===== config.mk =====
export PLATFORM = sky130hd
export DESIGN_NAME = dcf_frame
export DESIGN_NICKNAME = d
export VERILOG_FILES = /design/src/inc/dcf_pkg.sv /design/src/rtl/dcf_fifo.sv /design/src/rtl/dcf_frame.sv
export SDC_FILE = /design/constraint.sdc
export NUM_CORES = 1
export LEC_CHECK = 0
export ABC_CLOCK_PERIOD_IN_PS = 3600
export BUFFER_PORTS_ARGS = -buffer_cell sky130_fd_sc_hd__buf_2
export CAP_MARGIN = 40
export CELL_PAD_IN_SITES_DETAIL_PLACEMENT = 0
export CELL_PAD_IN_SITES_GLOBAL_PLACEMENT = 1
export CORE_UTILIZATION = 30
export CTS_CLUSTER_DIAMETER = 200
export DETAILED_ROUTE_END_ITERATION = 8
export GPL_ROUTABILITY_DRIVEN = 0
export PLACE_DENSITY_LB_ADDON = 0.25
export SLEW_MARGIN = 10
export SYNTH_ARGS = -nofsm -noshare
export SYNTH_HDL_FRONTEND = slang
export SYNTH_SLANG_ARGS = --single-unit

===== constraint.sdc =====
create_clock -name ref_clk_i -period 3.6 [get_ports ref_clk_i]
set_input_delay 0.18 -clock ref_clk_i [delete_from_list [all_inputs] [get_ports ref_clk_i]]
set_output_delay 0.18 -clock ref_clk_i [all_outputs]
set_load 0.01 [all_outputs]

===== src/inc/dcf_pkg.sv =====
package dcf_pkg;
  // ************************************************
  // widths and sizes
  // ************************************************
  localparam int DCF_DW = 8;
  localparam int DCF_FIFO_DEPTH = 16;
  localparam int DCF_MAX_WBYTES = 8;
  localparam int DCF_ADDR_W = 6;
  localparam int DCF_NFLAGS = 6;
  // ************************************************
  // frame fields
  // ************************************************
  localparam int DCF_TYPE_BIT = 7;
  localparam int DCF_REQ_HI = 6;
  localparam int DCF_REQ_LO = 4;
  localparam int DCF_SIZE_HI = 2;
  localparam int DCF_SIZE_LO = 0;
  localparam int DCF_RCNT_HI = 6;
  localparam logic [15:0] DCF_CRC_INIT = 16'hffff;
  // x^16+x^15+x^2+1 bit-reversed, since bytes go lsb first
  localparam logic [15:0] DCF_CRC_POLY_REFL = 16'ha001;
  localparam logic [2:0] DCF_REQ_SRD = 3'h0;
  localparam logic [2:0] DCF_REQ_SWR = 3'h1;
  localparam logic [2:0] DCF_REQ_KRD = 3'h2;
  localparam logic [2:0] DCF_REQ_KWR = 3'h3;
  localparam logic [2:0] DCF_REQ_BRD = 3'h4;
  localparam logic [2:0] DCF_REQ_BWR = 3'h5;
  localparam logic [2:0] DCF_REQ_RWR = 3'h6;
  localparam logic [2:0] DCF_REQ_RSVD = 3'h7;
  // ************************************************
  // status flag positions
  // ************************************************
  localparam int DCF_F_CLR = 0;
  localparam int DCF_F_STOP = 1;
  localparam int DCF_F_CRC = 2;
  localparam int DCF_F_IERR = 3;
  localparam int DCF_F_WAIT = 4;
  localparam int DCF_F_SOF = 5;
  localparam logic [DCF_NFLAGS-1:0] DCF_FLAGS_RST = 6'h00;

  typedef enum logic [11:0] {
    DCF_ST_INIT = 12'h001,
    DCF_ST_DEVADR = 12'h002,
    DCF_ST_REGH = 12'h004,
    DCF_ST_REGL = 12'h008,
    DCF_ST_DATA = 12'h010,
    DCF_ST_CRCL = 12'h020,
    DCF_ST_CRCH = 12'h040,
    DCF_ST_EVAL = 12'h080,
    DCF_ST_WR = 12'h100,
    DCF_ST_HDR = 12'h200,
    DCF_ST_RD = 12'h400,
    DCF_ST_CRC = 12'h800
  } dcf_state_t;

  function automatic logic [15:0] dcf_crc_byte(input logic [15:0] c, input logic [7:0] b);
    logic [15:0] r;
    r = c ^ {8'h00, b};
    for (int i = 0; i < 8; i++) begin
      r = r[0] ? ((r >> 1) ^ DCF_CRC_POLY_REFL) : (r >> 1);
    end
    return r;
  endfunction
endpackage


===== src/rtl/dcf_fifo.sv =====
`timescale 1ns/100ps
module dcf_fifo #(
  parameter int W = 8,
  parameter int D = 16
) (
  input wire logic ref_clk_i, // clock
  input wire logic rstn_i, // async reset, low
  input wire logic flush_i, // drop all content
  input wire logic in_valid_i, // write request
  output logic in_ready_o, // room left
  input wire logic [W-1:0] in_data_i, // write word
  output logic out_valid_o, // word available
  input wire logic out_ready_i, // read accept
  output logic [W-1:0] out_data_o // head word
);
  localparam int AW = $clog2(D);
  logic [W-1:0] mem_q [D];
  logic [AW:0] wp_q, wp_d, rp_q, rp_d;
  logic full, empty, wr, rd;

  assign full = (wp_q[AW] != rp_q[AW]) && (wp_q[AW-1:0] == rp_q[AW-1:0]);
  assign empty = (wp_q == rp_q);
  assign in_ready_o = !full;
  assign out_valid_o = !empty;
  assign out_data_o = mem_q[rp_q[AW-1:0]];
  assign wr = in_valid_i && !full;
  assign rd = out_ready_i && !empty;

  always_comb begin
    wp_d = wr ? wp_q + 1'b1 : wp_q;
    rp_d = rd ? rp_q + 1'b1 : rp_q;
    if (flush_i) begin
      wp_d = '0;
      rp_d = '0;
    end
  end

  always_ff @(posedge ref_clk_i or negedge rstn_i) begin
    if (!rstn_i) begin
      wp_q <= '0;
      rp_q <= '0;
    end else begin
      wp_q <= wp_d;
      rp_q <= rp_d;
    end
  end

  // storage needs no reset; pointers guard it
  always_ff @(posedge ref_clk_i) begin
    if (wr) begin
      mem_q[wp_q[AW-1:0]] <= in_data_i;
    end
  end
endmodule


===== src/rtl/dcf_frame.sv =====
`timescale 1ns/100ps
// What this block does
// RULE1 - link-clear pulse acts on this receive port only, any time, even while sending
// RULE2 - link-clear resets the frame receiver; next byte is start of frame
// RULE3 - link-clear sets clear-detected and missing-stop flags
// RULE4 - host keeps clear pulse short and waits recovery time before next frame
// RULE5 - wake tone resets receiver; sets clear flag, plus stop flag when already awake
// RULE6 - link-clear during pending or outgoing response discards own response
// RULE7 - such discard sets pending-response or clear-during-transmit debug bit
// RULE8 - host precedes multidrop frames with clear, waits for stack responses first
// RULE9 - device sends only response frames to received read commands
// RULE10 - host waits for all responses or timeout before next command
// RULE11 - stack read and write act only when stack member bit is 1
// RULE12 - broadcast read and write act on every device including base
// RULE13 - reverse broadcast write goes opposite to current direction select
// RULE14 - frame order: init, optional address, two register bytes, data, two check
// RULE15 - init bit 7: 1 command frame, 0 response frame
// RULE16 - init bits 6..4 pick request; 111 only sets init error; bit 3 ignored
// RULE17 - command init bits 2..0 hold data byte count minus one
// RULE18 - response init low seven bits hold returned count minus one
// RULE19 - address byte only in single commands and all responses
// RULE20 - address byte holds six-bit address in bits 5..0, upper bits zero
// RULE21 - single commands match forward address if direction 0, else reverse address
// RULE22 - invalid register writes ignored, reads return 0x00, valid ones normal
// RULE23 - check field is crc-16 x^16+x^15+x^2+1, init all ones, whole frame
// RULE24 - check verified first; mismatch drops frame, flags only check error
// RULE25 - bytes go lsb first and check follows that bit order
// RULE26 - read command data byte is return count minus one, up to 128
// RULE27 - init byte type and size give the exact count of bytes to expect
module dcf_frame
  import dcf_pkg::*;
#(
  parameter int FIFO_DEPTH = dcf_pkg::DCF_FIFO_DEPTH
) (
  input wire logic ref_clk_i, // 100 MHz clock
  input wire logic rstn_i, // async reset, low
  input wire logic [dcf_pkg::DCF_DW-1:0] rx_data_i, // received byte
  input wire logic rx_valid_i, // received byte strobe
  input wire logic rx_stop_err_i, // byte had low stop bit
  input wire logic clear_pulse_i, // link_clear_pulse seen
  input wire logic wake_tone_i, // wake_tone seen
  input wire logic asleep_i, // device in sleep mode
  input wire logic stack_member_i, // stack_member_bit
  input wire logic dir_sel_i, // direction select
  input wire logic [dcf_pkg::DCF_ADDR_W-1:0] fwd_addr_i, // forward_node_address
  input wire logic [dcf_pkg::DCF_ADDR_W-1:0] rev_addr_i, // reverse_node_address
  input wire logic [dcf_pkg::DCF_DW-1:0] reg_rdata_i, // register read data
  input wire logic reg_hit_i, // reg_addr_o is a valid register
  input wire logic tx_ready_i, // transmitter takes byte
  input wire logic [dcf_pkg::DCF_NFLAGS-1:0] flag_clr_i, // clear flags, one-cycle
  output logic [15:0] reg_addr_o, // register address
  output logic [dcf_pkg::DCF_DW-1:0] reg_wdata_o, // register write data
  output logic reg_we_o, // register write pulse
  output logic reg_re_o, // register read pulse
  output logic [dcf_pkg::DCF_DW-1:0] tx_data_o, // response byte
  output logic tx_valid_o, // response byte valid
  output logic cmd_done_o, // command accepted pulse
  output logic cmd_dir_o, // forwarding direction
  output logic [dcf_pkg::DCF_NFLAGS-1:0] flags_o // sticky status flags
);
  // ************************************************
  // state
  // ************************************************
  dcf_state_t st_q, st_d;
  logic [7:0] init_q, init_d, dadr_q, dadr_d, cnt_q, cnt_d;
  logic [15:0] radr_q, radr_d, crc_q, crc_d, addr_q, addr_d;
  logic [7:0] data_q [DCF_MAX_WBYTES];
  logic [7:0] data_d [DCF_MAX_WBYTES];
  logic [7:0] wdata_q, wdata_d, odata_q, odata_d;
  logic ph_q, ph_d, we_q, we_d, re_q, re_d, done_q, done_d, dir_q, dir_d;
  logic ovalid_q, ovalid_d, sent_q, sent_d;
  logic [DCF_NFLAGS-1:0] flags_q, flags_d, set;
  logic push_v, fifo_rdy, fifo_ov, fifo_rd, flush;
  logic [7:0] push_b, fifo_od, dlen;
  logic [2:0] req;
  logic [5:0] my_addr;
  logic act, in_resp, rst_ev, ev_ok;

  function automatic logic is_single(input logic [2:0] r);
    return (r == DCF_REQ_SRD) || (r == DCF_REQ_SWR);
  endfunction

  assign req = init_q[DCF_REQ_HI:DCF_REQ_LO];
  assign my_addr = dir_sel_i ? rev_addr_i : fwd_addr_i; // RULE21
  // responses carry 7-bit count, commands 3-bit
  assign dlen = init_q[DCF_TYPE_BIT] ? {5'h00, init_q[DCF_SIZE_HI:DCF_SIZE_LO]} : {1'b0, init_q[6:0]}; // RULE17 RULE27
  assign in_resp = (st_q == DCF_ST_HDR) || (st_q == DCF_ST_RD) || (st_q == DCF_ST_CRC);
  assign rst_ev = clear_pulse_i || wake_tone_i;
  assign ev_ok = (st_q == DCF_ST_EVAL) && !rst_ev;
  assign fifo_rd = !ovalid_q || tx_ready_i;

  // ************************************************
  // acceptance of a checked command
  // ************************************************
  always_comb begin
    case (req)
      DCF_REQ_SRD, DCF_REQ_SWR: act = (dadr_q[5:0] == my_addr); // RULE20 RULE21
      DCF_REQ_KRD, DCF_REQ_KWR: act = stack_member_i; // RULE11
      DCF_REQ_BRD, DCF_REQ_BWR, DCF_REQ_RWR: act = 1'b1; // RULE12
      default: act = 1'b0;
    endcase
  end

  // ************************************************
  // frame receive, execute and respond
  // ************************************************
  always_comb begin
    st_d = st_q;
    init_d = init_q;
    dadr_d = dadr_q;
    radr_d = radr_q;
    cnt_d = cnt_q;
    crc_d = crc_q;
    data_d = data_q;
    addr_d = addr_q;
    wdata_d = wdata_q;
    ph_d = ph_q;
    dir_d = dir_q;
    sent_d = sent_q;
    we_d = 1'b0;
    re_d = 1'b0;
    done_d = 1'b0;
    set = '0;
    push_v = 1'b0;
    push_b = 8'h00;
    flush = 1'b0;
    case (st_q)
      DCF_ST_INIT: begin
        if (rx_valid_i) begin
          init_d = rx_data_i;
          crc_d = dcf_crc_byte(DCF_CRC_INIT, rx_data_i); // RULE23 RULE25
          cnt_d = 8'h00;
          // responses and single commands carry an address byte
          if (!rx_data_i[DCF_TYPE_BIT] || is_single(rx_data_i[DCF_REQ_HI:DCF_REQ_LO])) begin // RULE15 RULE19
            st_d = DCF_ST_DEVADR;
          end else begin
            st_d = DCF_ST_REGH;
          end
        end
      end
      DCF_ST_DEVADR, DCF_ST_REGH, DCF_ST_REGL, DCF_ST_DATA, DCF_ST_CRCL, DCF_ST_CRCH: begin
        if (rx_valid_i) begin
          crc_d = dcf_crc_byte(crc_q, rx_data_i); // RULE14
          case (st_q)
            DCF_ST_DEVADR: begin
              dadr_d = rx_data_i;
              st_d = DCF_ST_REGH;
            end
            DCF_ST_REGH: begin
              radr_d[15:8] = rx_data_i;
              st_d = DCF_ST_REGL;
            end
            DCF_ST_REGL: begin
              radr_d[7:0] = rx_data_i;
              st_d = DCF_ST_DATA;
            end
            DCF_ST_DATA: begin
              // long response frames are counted, only the first bytes kept
              if (cnt_q < DCF_MAX_WBYTES) begin
                data_d[cnt_q[2:0]] = rx_data_i;
              end
              cnt_d = cnt_q + 8'h01;
              if (cnt_q == dlen) begin // RULE27
                st_d = DCF_ST_CRCL;
              end
            end
            DCF_ST_CRCL: st_d = DCF_ST_CRCH;
            default: st_d = DCF_ST_EVAL;
          endcase
        end
      end
      DCF_ST_EVAL: begin
        st_d = DCF_ST_INIT;
        cnt_d = 8'h00;
        ph_d = 1'b0;
        if (crc_q != 16'h0000) begin
          set[DCF_F_CRC] = 1'b1; // RULE24
        end else if (init_q[DCF_TYPE_BIT]) begin
          if (req == DCF_REQ_RSVD) begin
            set[DCF_F_IERR] = 1'b1; // RULE16
          end else if (act) begin
            done_d = 1'b1;
            dir_d = dir_sel_i ^ (req == DCF_REQ_RWR); // RULE13
            sent_d = 1'b0;
            if (req[0] || req == DCF_REQ_RWR) begin
              st_d = DCF_ST_WR;
            end else begin
              st_d = DCF_ST_HDR; // RULE9
              crc_d = DCF_CRC_INIT;
            end
          end
        end
      end
      DCF_ST_WR: begin
        if (!ph_q) begin
          addr_d = radr_q + {8'h00, cnt_q};
          wdata_d = data_q[cnt_q[2:0]];
          ph_d = 1'b1;
        end else begin
          we_d = reg_hit_i; // RULE22
          ph_d = 1'b0;
          cnt_d = cnt_q + 8'h01;
          if (cnt_q == dlen) begin
            st_d = DCF_ST_INIT;
          end
        end
      end
      DCF_ST_HDR, DCF_ST_CRC: begin
        push_v = 1'b1;
        case (cnt_q[2:0])
          3'h0: push_b = {1'b0, data_q[0][DCF_RCNT_HI:0]}; // RULE18 RULE26
          3'h1: push_b = {2'b00, my_addr}; // RULE19 RULE20
          3'h2: push_b = radr_q[15:8];
          default: push_b = radr_q[7:0];
        endcase
        if (st_q == DCF_ST_CRC) begin
          push_b = cnt_q[0] ? crc_q[15:8] : crc_q[7:0];
        end
        if (fifo_rdy) begin
          cnt_d = cnt_q + 8'h01;
          if (st_q == DCF_ST_HDR) begin
            crc_d = dcf_crc_byte(crc_q, push_b);
            if (cnt_q == 8'h03) begin
              st_d = DCF_ST_RD;
              cnt_d = 8'h00;
            end
          end else if (cnt_q[0]) begin
            st_d = DCF_ST_INIT;
          end
        end
      end
      DCF_ST_RD: begin
        if (!ph_q) begin
          addr_d = radr_q + {8'h00, cnt_q};
          re_d = 1'b1;
          ph_d = 1'b1;
        end else begin
          push_v = 1'b1;
          push_b = reg_hit_i ? reg_rdata_i : 8'h00; // RULE22
          if (fifo_rdy) begin
            crc_d = dcf_crc_byte(crc_q, push_b);
            ph_d = 1'b0;
            cnt_d = cnt_q + 8'h01;
            if (cnt_q == {1'b0, data_q[0][DCF_RCNT_HI:0]}) begin
              st_d = DCF_ST_CRC;
              cnt_d = 8'h00;
            end
          end
        end
      end
      default: st_d = DCF_ST_INIT;
    endcase
    if (ovalid_q && tx_ready_i) begin
      sent_d = 1'b1;
    end
    if (rx_stop_err_i) begin
      set[DCF_F_STOP] = 1'b1;
    end
    // receive path never muted, so a clear cuts through a response
    if (rst_ev) begin // RULE1
      st_d = DCF_ST_INIT; // RULE2 RULE5
      we_d = 1'b0;
      re_d = 1'b0;
      done_d = 1'b0;
      push_v = 1'b0;
      set[DCF_F_CLR] = 1'b1; // RULE3 RULE5
      if (clear_pulse_i || !asleep_i) begin
        set[DCF_F_STOP] = 1'b1; // RULE3 RULE5
      end
      if (in_resp || fifo_ov || ovalid_q) begin
        flush = 1'b1; // RULE6
        set[sent_q ? DCF_F_SOF : DCF_F_WAIT] = 1'b1; // RULE7
      end
    end
  end

  // ************************************************
  // output stage and flags
  // ************************************************
  always_comb begin
    ovalid_d = ovalid_q;
    odata_d = odata_q;
    if (fifo_rd) begin
      ovalid_d = fifo_ov;
      odata_d = fifo_od;
    end
    if (flush) begin
      ovalid_d = 1'b0;
    end
  end

  // set beats a clear in the same cycle
  for (genvar i = 0; i < DCF_NFLAGS; i++) begin : g_flag
    assign flags_d[i] = set[i] | (flags_q[i] & ~flag_clr_i[i]);
  end

  always_ff @(posedge ref_clk_i or negedge rstn_i) begin
    if (!rstn_i) begin
      st_q <= DCF_ST_INIT;
      init_q <= 8'h00;
      dadr_q <= 8'h00;
      radr_q <= 16'h0000;
      cnt_q <= 8'h00;
      crc_q <= DCF_CRC_INIT;
      data_q <= '{default: 8'h00};
      addr_q <= 16'h0000;
      wdata_q <= 8'h00;
      odata_q <= 8'h00;
      {ph_q, we_q, re_q, done_q, dir_q, ovalid_q, sent_q} <= 7'h00;
      flags_q <= DCF_FLAGS_RST;
    end else begin
      st_q <= st_d;
      init_q <= init_d;
      dadr_q <= dadr_d;
      radr_q <= radr_d;
      cnt_q <= cnt_d;
      crc_q <= crc_d;
      data_q <= data_d;
      addr_q <= addr_d;
      wdata_q <= wdata_d;
      odata_q <= odata_d;
      {ph_q, we_q, re_q, done_q, dir_q, ovalid_q, sent_q} <= {ph_d, we_d, re_d, done_d, dir_d, ovalid_d, sent_d};
      flags_q <= flags_d;
    end
  end

  dcf_fifo #(.W(DCF_DW), .D(FIFO_DEPTH)) u_fifo (
    .ref_clk_i(ref_clk_i),
    .rstn_i(rstn_i),
    .flush_i(flush),
    .in_valid_i(push_v),
    .in_ready_o(fifo_rdy),
    .in_data_i(push_b),
    .out_valid_o(fifo_ov),
    .out_ready_i(fifo_rd),
    .out_data_o(fifo_od)
  );

  assign reg_addr_o = addr_q;
  assign reg_wdata_o = wdata_q;
  assign reg_we_o = we_q;
  assign reg_re_o = re_q;
  assign tx_data_o = odata_q;
  assign tx_valid_o = ovalid_q;
  assign cmd_done_o = done_q;
  assign cmd_dir_o = dir_q;
  assign flags_o = flags_q;

  // ************************************************
  // checks
  // ************************************************
  a_clear_restarts: assert property (@(posedge ref_clk_i) disable iff (!rstn_i) // RULE2
    clear_pulse_i |=> st_q == DCF_ST_INIT) else $error("clear did not restart receiver");
  a_clear_flags_set: assert property (@(posedge ref_clk_i) disable iff (!rstn_i) // RULE3
    clear_pulse_i |=> flags_q[DCF_F_CLR] && flags_q[DCF_F_STOP]) else $error("clear flags missing");
  a_wake_active_flags: assert property (@(posedge ref_clk_i) disable iff (!rstn_i) // RULE5
    wake_tone_i && !asleep_i && !rx_stop_err_i && !clear_pulse_i && !flags_q[DCF_F_STOP]
    |=> flags_q[DCF_F_CLR] && flags_q[DCF_F_STOP]) else $error("wake flags wrong");
  a_resp_only_reads: assert property (@(posedge ref_clk_i) disable iff (!rstn_i) // RULE9
    push_v && fifo_rdy |-> in_resp) else $error("unsolicited transmit");
  a_clear_discards: assert property (@(posedge ref_clk_i) disable iff (!rstn_i) // RULE6
    clear_pulse_i && in_resp |=> !tx_valid_o ##1 !tx_valid_o) else $error("response not discarded");
  a_discard_debug: assert property (@(posedge ref_clk_i) disable iff (!rstn_i) // RULE7
    clear_pulse_i && in_resp |=> flags_q[DCF_F_WAIT] || flags_q[DCF_F_SOF]) else $error("no debug bit");
  a_stack_gated: assert property (@(posedge ref_clk_i) disable iff (!rstn_i) // RULE11
    ev_ok && crc_q == 16'h0000 && init_q[7] && (req == DCF_REQ_KRD || req == DCF_REQ_KWR) && !stack_member_i
    |=> !cmd_done_o && st_q == DCF_ST_INIT) else $error("stack command without membership");
  a_crc_drop: assert property (@(posedge ref_clk_i) disable iff (!rstn_i) // RULE24
    ev_ok && crc_q != 16'h0000 |=> flags_q[DCF_F_CRC] && !cmd_done_o && !reg_we_o) else $error("bad frame run");
  a_init_error: assert property (@(posedge ref_clk_i) disable iff (!rstn_i) // RULE16
    ev_ok && crc_q == 16'h0000 && init_q[7] && req == DCF_REQ_RSVD |=> flags_q[DCF_F_IERR] && !cmd_done_o)
    else $error("reserved request not flagged");
  a_reverse_dir: assert property (@(posedge ref_clk_i) disable iff (!rstn_i) // RULE13
    ev_ok && crc_q == 16'h0000 && init_q[7] && req == DCF_REQ_RWR |=> cmd_dir_o != $past(dir_sel_i))
    else $error("reverse write kept direction");
  a_invalid_write: assert property (@(posedge ref_clk_i) disable iff (!rstn_i) // RULE22
    st_q == DCF_ST_WR && ph_q && !reg_hit_i && !rst_ev |=> !reg_we_o) else $error("write to invalid register");
endmodule


==> metrics.txt <==
Starting DRT DRC Count 659; Critical Path Source Type flip-flop; detail-routed via count per cell a little over 5; fraction of met1 tracks used by global routing 0.226; final-layout fill cell count 5187; type of the tightest min-delay check in2reg; CTS Hold Bufs 14; first-pass GRT wire length 70800 microns; Ys Warns 0; dpl hpwl approximately 33000 microns; GRT met3 Usage 0.0253; num ports 88; internal power of the cells 7110 uW; setup fix buffers added after clock tree synthesis 0; clock input transition at the sequential cells of the worst setup and hold paths 60 ps; commonest non-fill, non-tap cell in the layout dfrtp_1; maximum number of pins on one net before global-route repair 86; syn avg cell area about 12 sq um; RSZ-0062 raised after global routing false; Worst R2R Start cnt_q[0]; worst slew margin relative to its limit 0.459; count of endpoints failing hold in the final timing report 0; DRC errors left 0; leading cell types in the layout, fill and taps excluded dfrtp_1, edfxtp_1, nand2_1; Total Die Area about 55000 sq um; outcome finished clean; remaining antenna violation count 0; number of synthesized register bits 313; instance count of the mapped netlist 1317; endpoint of the worst hold-timing path data_q[29]; vertical die dimension 235 microns; busiest grt layer met2; proportion of synthesized chip area in sequential cells 0.523; overall fraction of global-route tracks in use 0.168; number of pins exceeding their max-slew limit in the final report 0; number of buffers added by the clock tree synthesis step 38; PnR worst setup slack 254 ps; Longest Clk Path Bufs 3; Post-Route Setup TNS 0 ps; leakage dissipation 0.00724 uW; later-pin clock latency in the skew report 560 ps; CP Capture Type flip-flop; clock tree skew after final layout 13.8 ps; top area cells in the synthesized netlist dfrtp_1, edfxtp_1, mux4_2; Worst Reg-to-Reg Cells 11; required time of the critical path a little over 4000 ps; total net switching power roughly 3200 uW; largest driver fanout on the critical path 9; library cells used by synthesis 89; final cycle utilization of the critical path 0.929; Power Dens Cells 545 nW/um^2; initial antenna violation count 1; reg-to-reg endpoint crc_q[14]; Netlist Area Pre-Place 16300 sq um; share of final-layout standard cells stronger than drive strength 1 0.250; number of max-cap violations 0; Cell Rows 84; slack of the worst reg-to-reg path ~250 ps; total number of vias about 11000; register share of total power 0.400; switching share of power 0.311; share of the synthesized area in the top cell type 0.259; share of total power in combinational logic 0.244; total congestion overflow after global routing 0; final-report setup violation count 0; chip width 235 microns; source of the worst hold timing path rx_data_i[5]; synthesized netlist net count 1381; Final Routed Wirelength 45600 microns; actual transition at the worst max-transition pin 812 ps; core area between 50000 and 60000 sq um; clock sink count 313; maximum achievable frequency between 200 and 300 MHz; worst hold stages 2; number of enable-type register cells in the synthesized netlist 128; Critical Path AT 3830 ps; count of H-tree levels built during CTS 2; First-pass DRT Iterations 5; async set-reset flop share out of synthesis 0.591; via count of the first global-routing pass around 11000; CTS resizes 0; top flip-flop cell by instance count after synthesis dfrtp_1; Routed wire per std cell 21.2 microns; clock group share of total power 0.356; area grow syn2layout 16.5%; worst vdd ir 0.292 mV; Synth area leader dfrtp_1; Worst Path Class, Setup reg2reg; clock tree root buffer cell clkbuf_16; worst slack, placed 298 ps; clock tree from TritonCTS built; total of buffers placed on input and output ports 87; global routing met2 resource utilization 0.283; initial cell density of the core 0.306; final worst path period need between 3000 and 4000 ps; Final Net Count ~1500
==> area by class of cell <==
type	count	area (sq um)	area share
Multi-Input combinational cell	881	7170	0.378
Clock inverter	18	168	0.00885
Clock buffer	51	1020	0.0538
Tap cell	688	861	0.0455
Sequential cell	313	8500	0.449
Inverter	30	113	0.00595
Timing Repair Buffer	167	1110	0.0587
Antenna cell	1	2.50	0.000132
==> cell families (layout without fill, tap and decap cells) <==
kind of cell / count (synthesis) / after routing / share of synthesized area
flip-flops: 313 / 313 / 0.523
AND/OR/NAND/NOR: 345 / 345 / 0.105
buffers and inverters: 123 / 266 / 0.0368
XOR/XNOR: 143 / 143 / 0.0834
other: 0 / 1 / 0
adder cells (fa/ha/maj): 19 / 19 / 0.0151
multiplexers: 168 / 168 / 0.151
AO/OA/AOI/OAI: 206 / 206 / 0.0867
==> cell usage after synthesis (all sizes together) (4+ instances only) <==
library cell and instances:
dfrtp 168, edfxtp 128, nand2 122, nor2 95, mux2 89, xnor2 86, clkbuf 62, o21ai 58
xor2 54, mux4 50, a21oi 39, buf 31, mux2i 29, inv 28, nand3 26, nor3 20
ha 18, dfstp 17, a31oi 14, nor4 12, a211oi 11, a21o 11, nand4 11, o22ai 11
nor2b 10, and3 8, o211ai 8, a221oi 7, a32o 6, and2 6, a22o 5, a22oi 5
o32ai 5, or3 5, a21boi 4, and3b 4, nand2b 4, nor4b 4, or2 4
==> per-layer routing <==
metal / up-vias / wire length [microns]
li1: 5038 / -
met1: 5498 / 20600
met2: 223 / 22400
met3: 56 / 1790
met4: 2 / 823
met5: - / 11
==> state kept, by name (all words and copies together), names as in the netlist, 5 cells and up <==
name	flops
u_fifo.mem_q	128
reg_addr_o	16
init_q	8
flags_o	6
st_q	12
tx_data_o	8
data_q	64
u_fifo.wp_q	5
u_fifo.rp_q	5
dadr_q	6
cnt_q	8
radr_q	16
crc_q	16
reg_wdata_o	8
==> power groups by stage <==
stage / Combinational [uW] / Sequential (uW) / Clock (uW)
after floorplan: 2070 / 4000 / 0
final: 2520 / 4130 / 3680
after global routing: 2740 / 4150 / 3930
after CTS: 2550 / 4130 / 3790
after detailed placement: 2520 / 4200 / 0
after global placement: 2540 / 4200 / 0
==> stage by stage <==
step	hold slack [ps]	power [uW]	util	cell area (sq um)	std cells
detailed placement	323	6720	0.332	17600	2065
global route	41.4	10800	0.357	18900	2148
global placement	324	6740	0.331	17600	2064
CTS	16.2	10500	0.357	18900	2148
finish	31.4	10300	0.357	18900	2149
floorplan	-116	6080	-	16300	1317
==> critical path: stages, from the launching register on <==
cell and delay, ps:
dfrtp_2 420, inv_1 110, ha_1 370, nor3_2 130, or2_1 360, a221oi_4 410
xnor3_1 460, mux2i_4 240, xnor2_2 150, xnor2_2 170, a221o_1 290, a22o_1 180
==> worst max-delay path by stage <==
stage                     startpoint         to  slack [ps]  cells after the start
after CTS                   cnt_q[0]  crc_q[14]         290                     11
after global placement      cnt_q[0]  crc_q[14]         410                     11
final                       cnt_q[0]  crc_q[14]         250                     11
after floorplan             cnt_q[1]  crc_q[14]         320                     14
after detailed placement    cnt_q[0]  crc_q[14]         300                     11
after global routing        cnt_q[0]  crc_q[14]         100                     11
(Power assumes the default switching activity.)
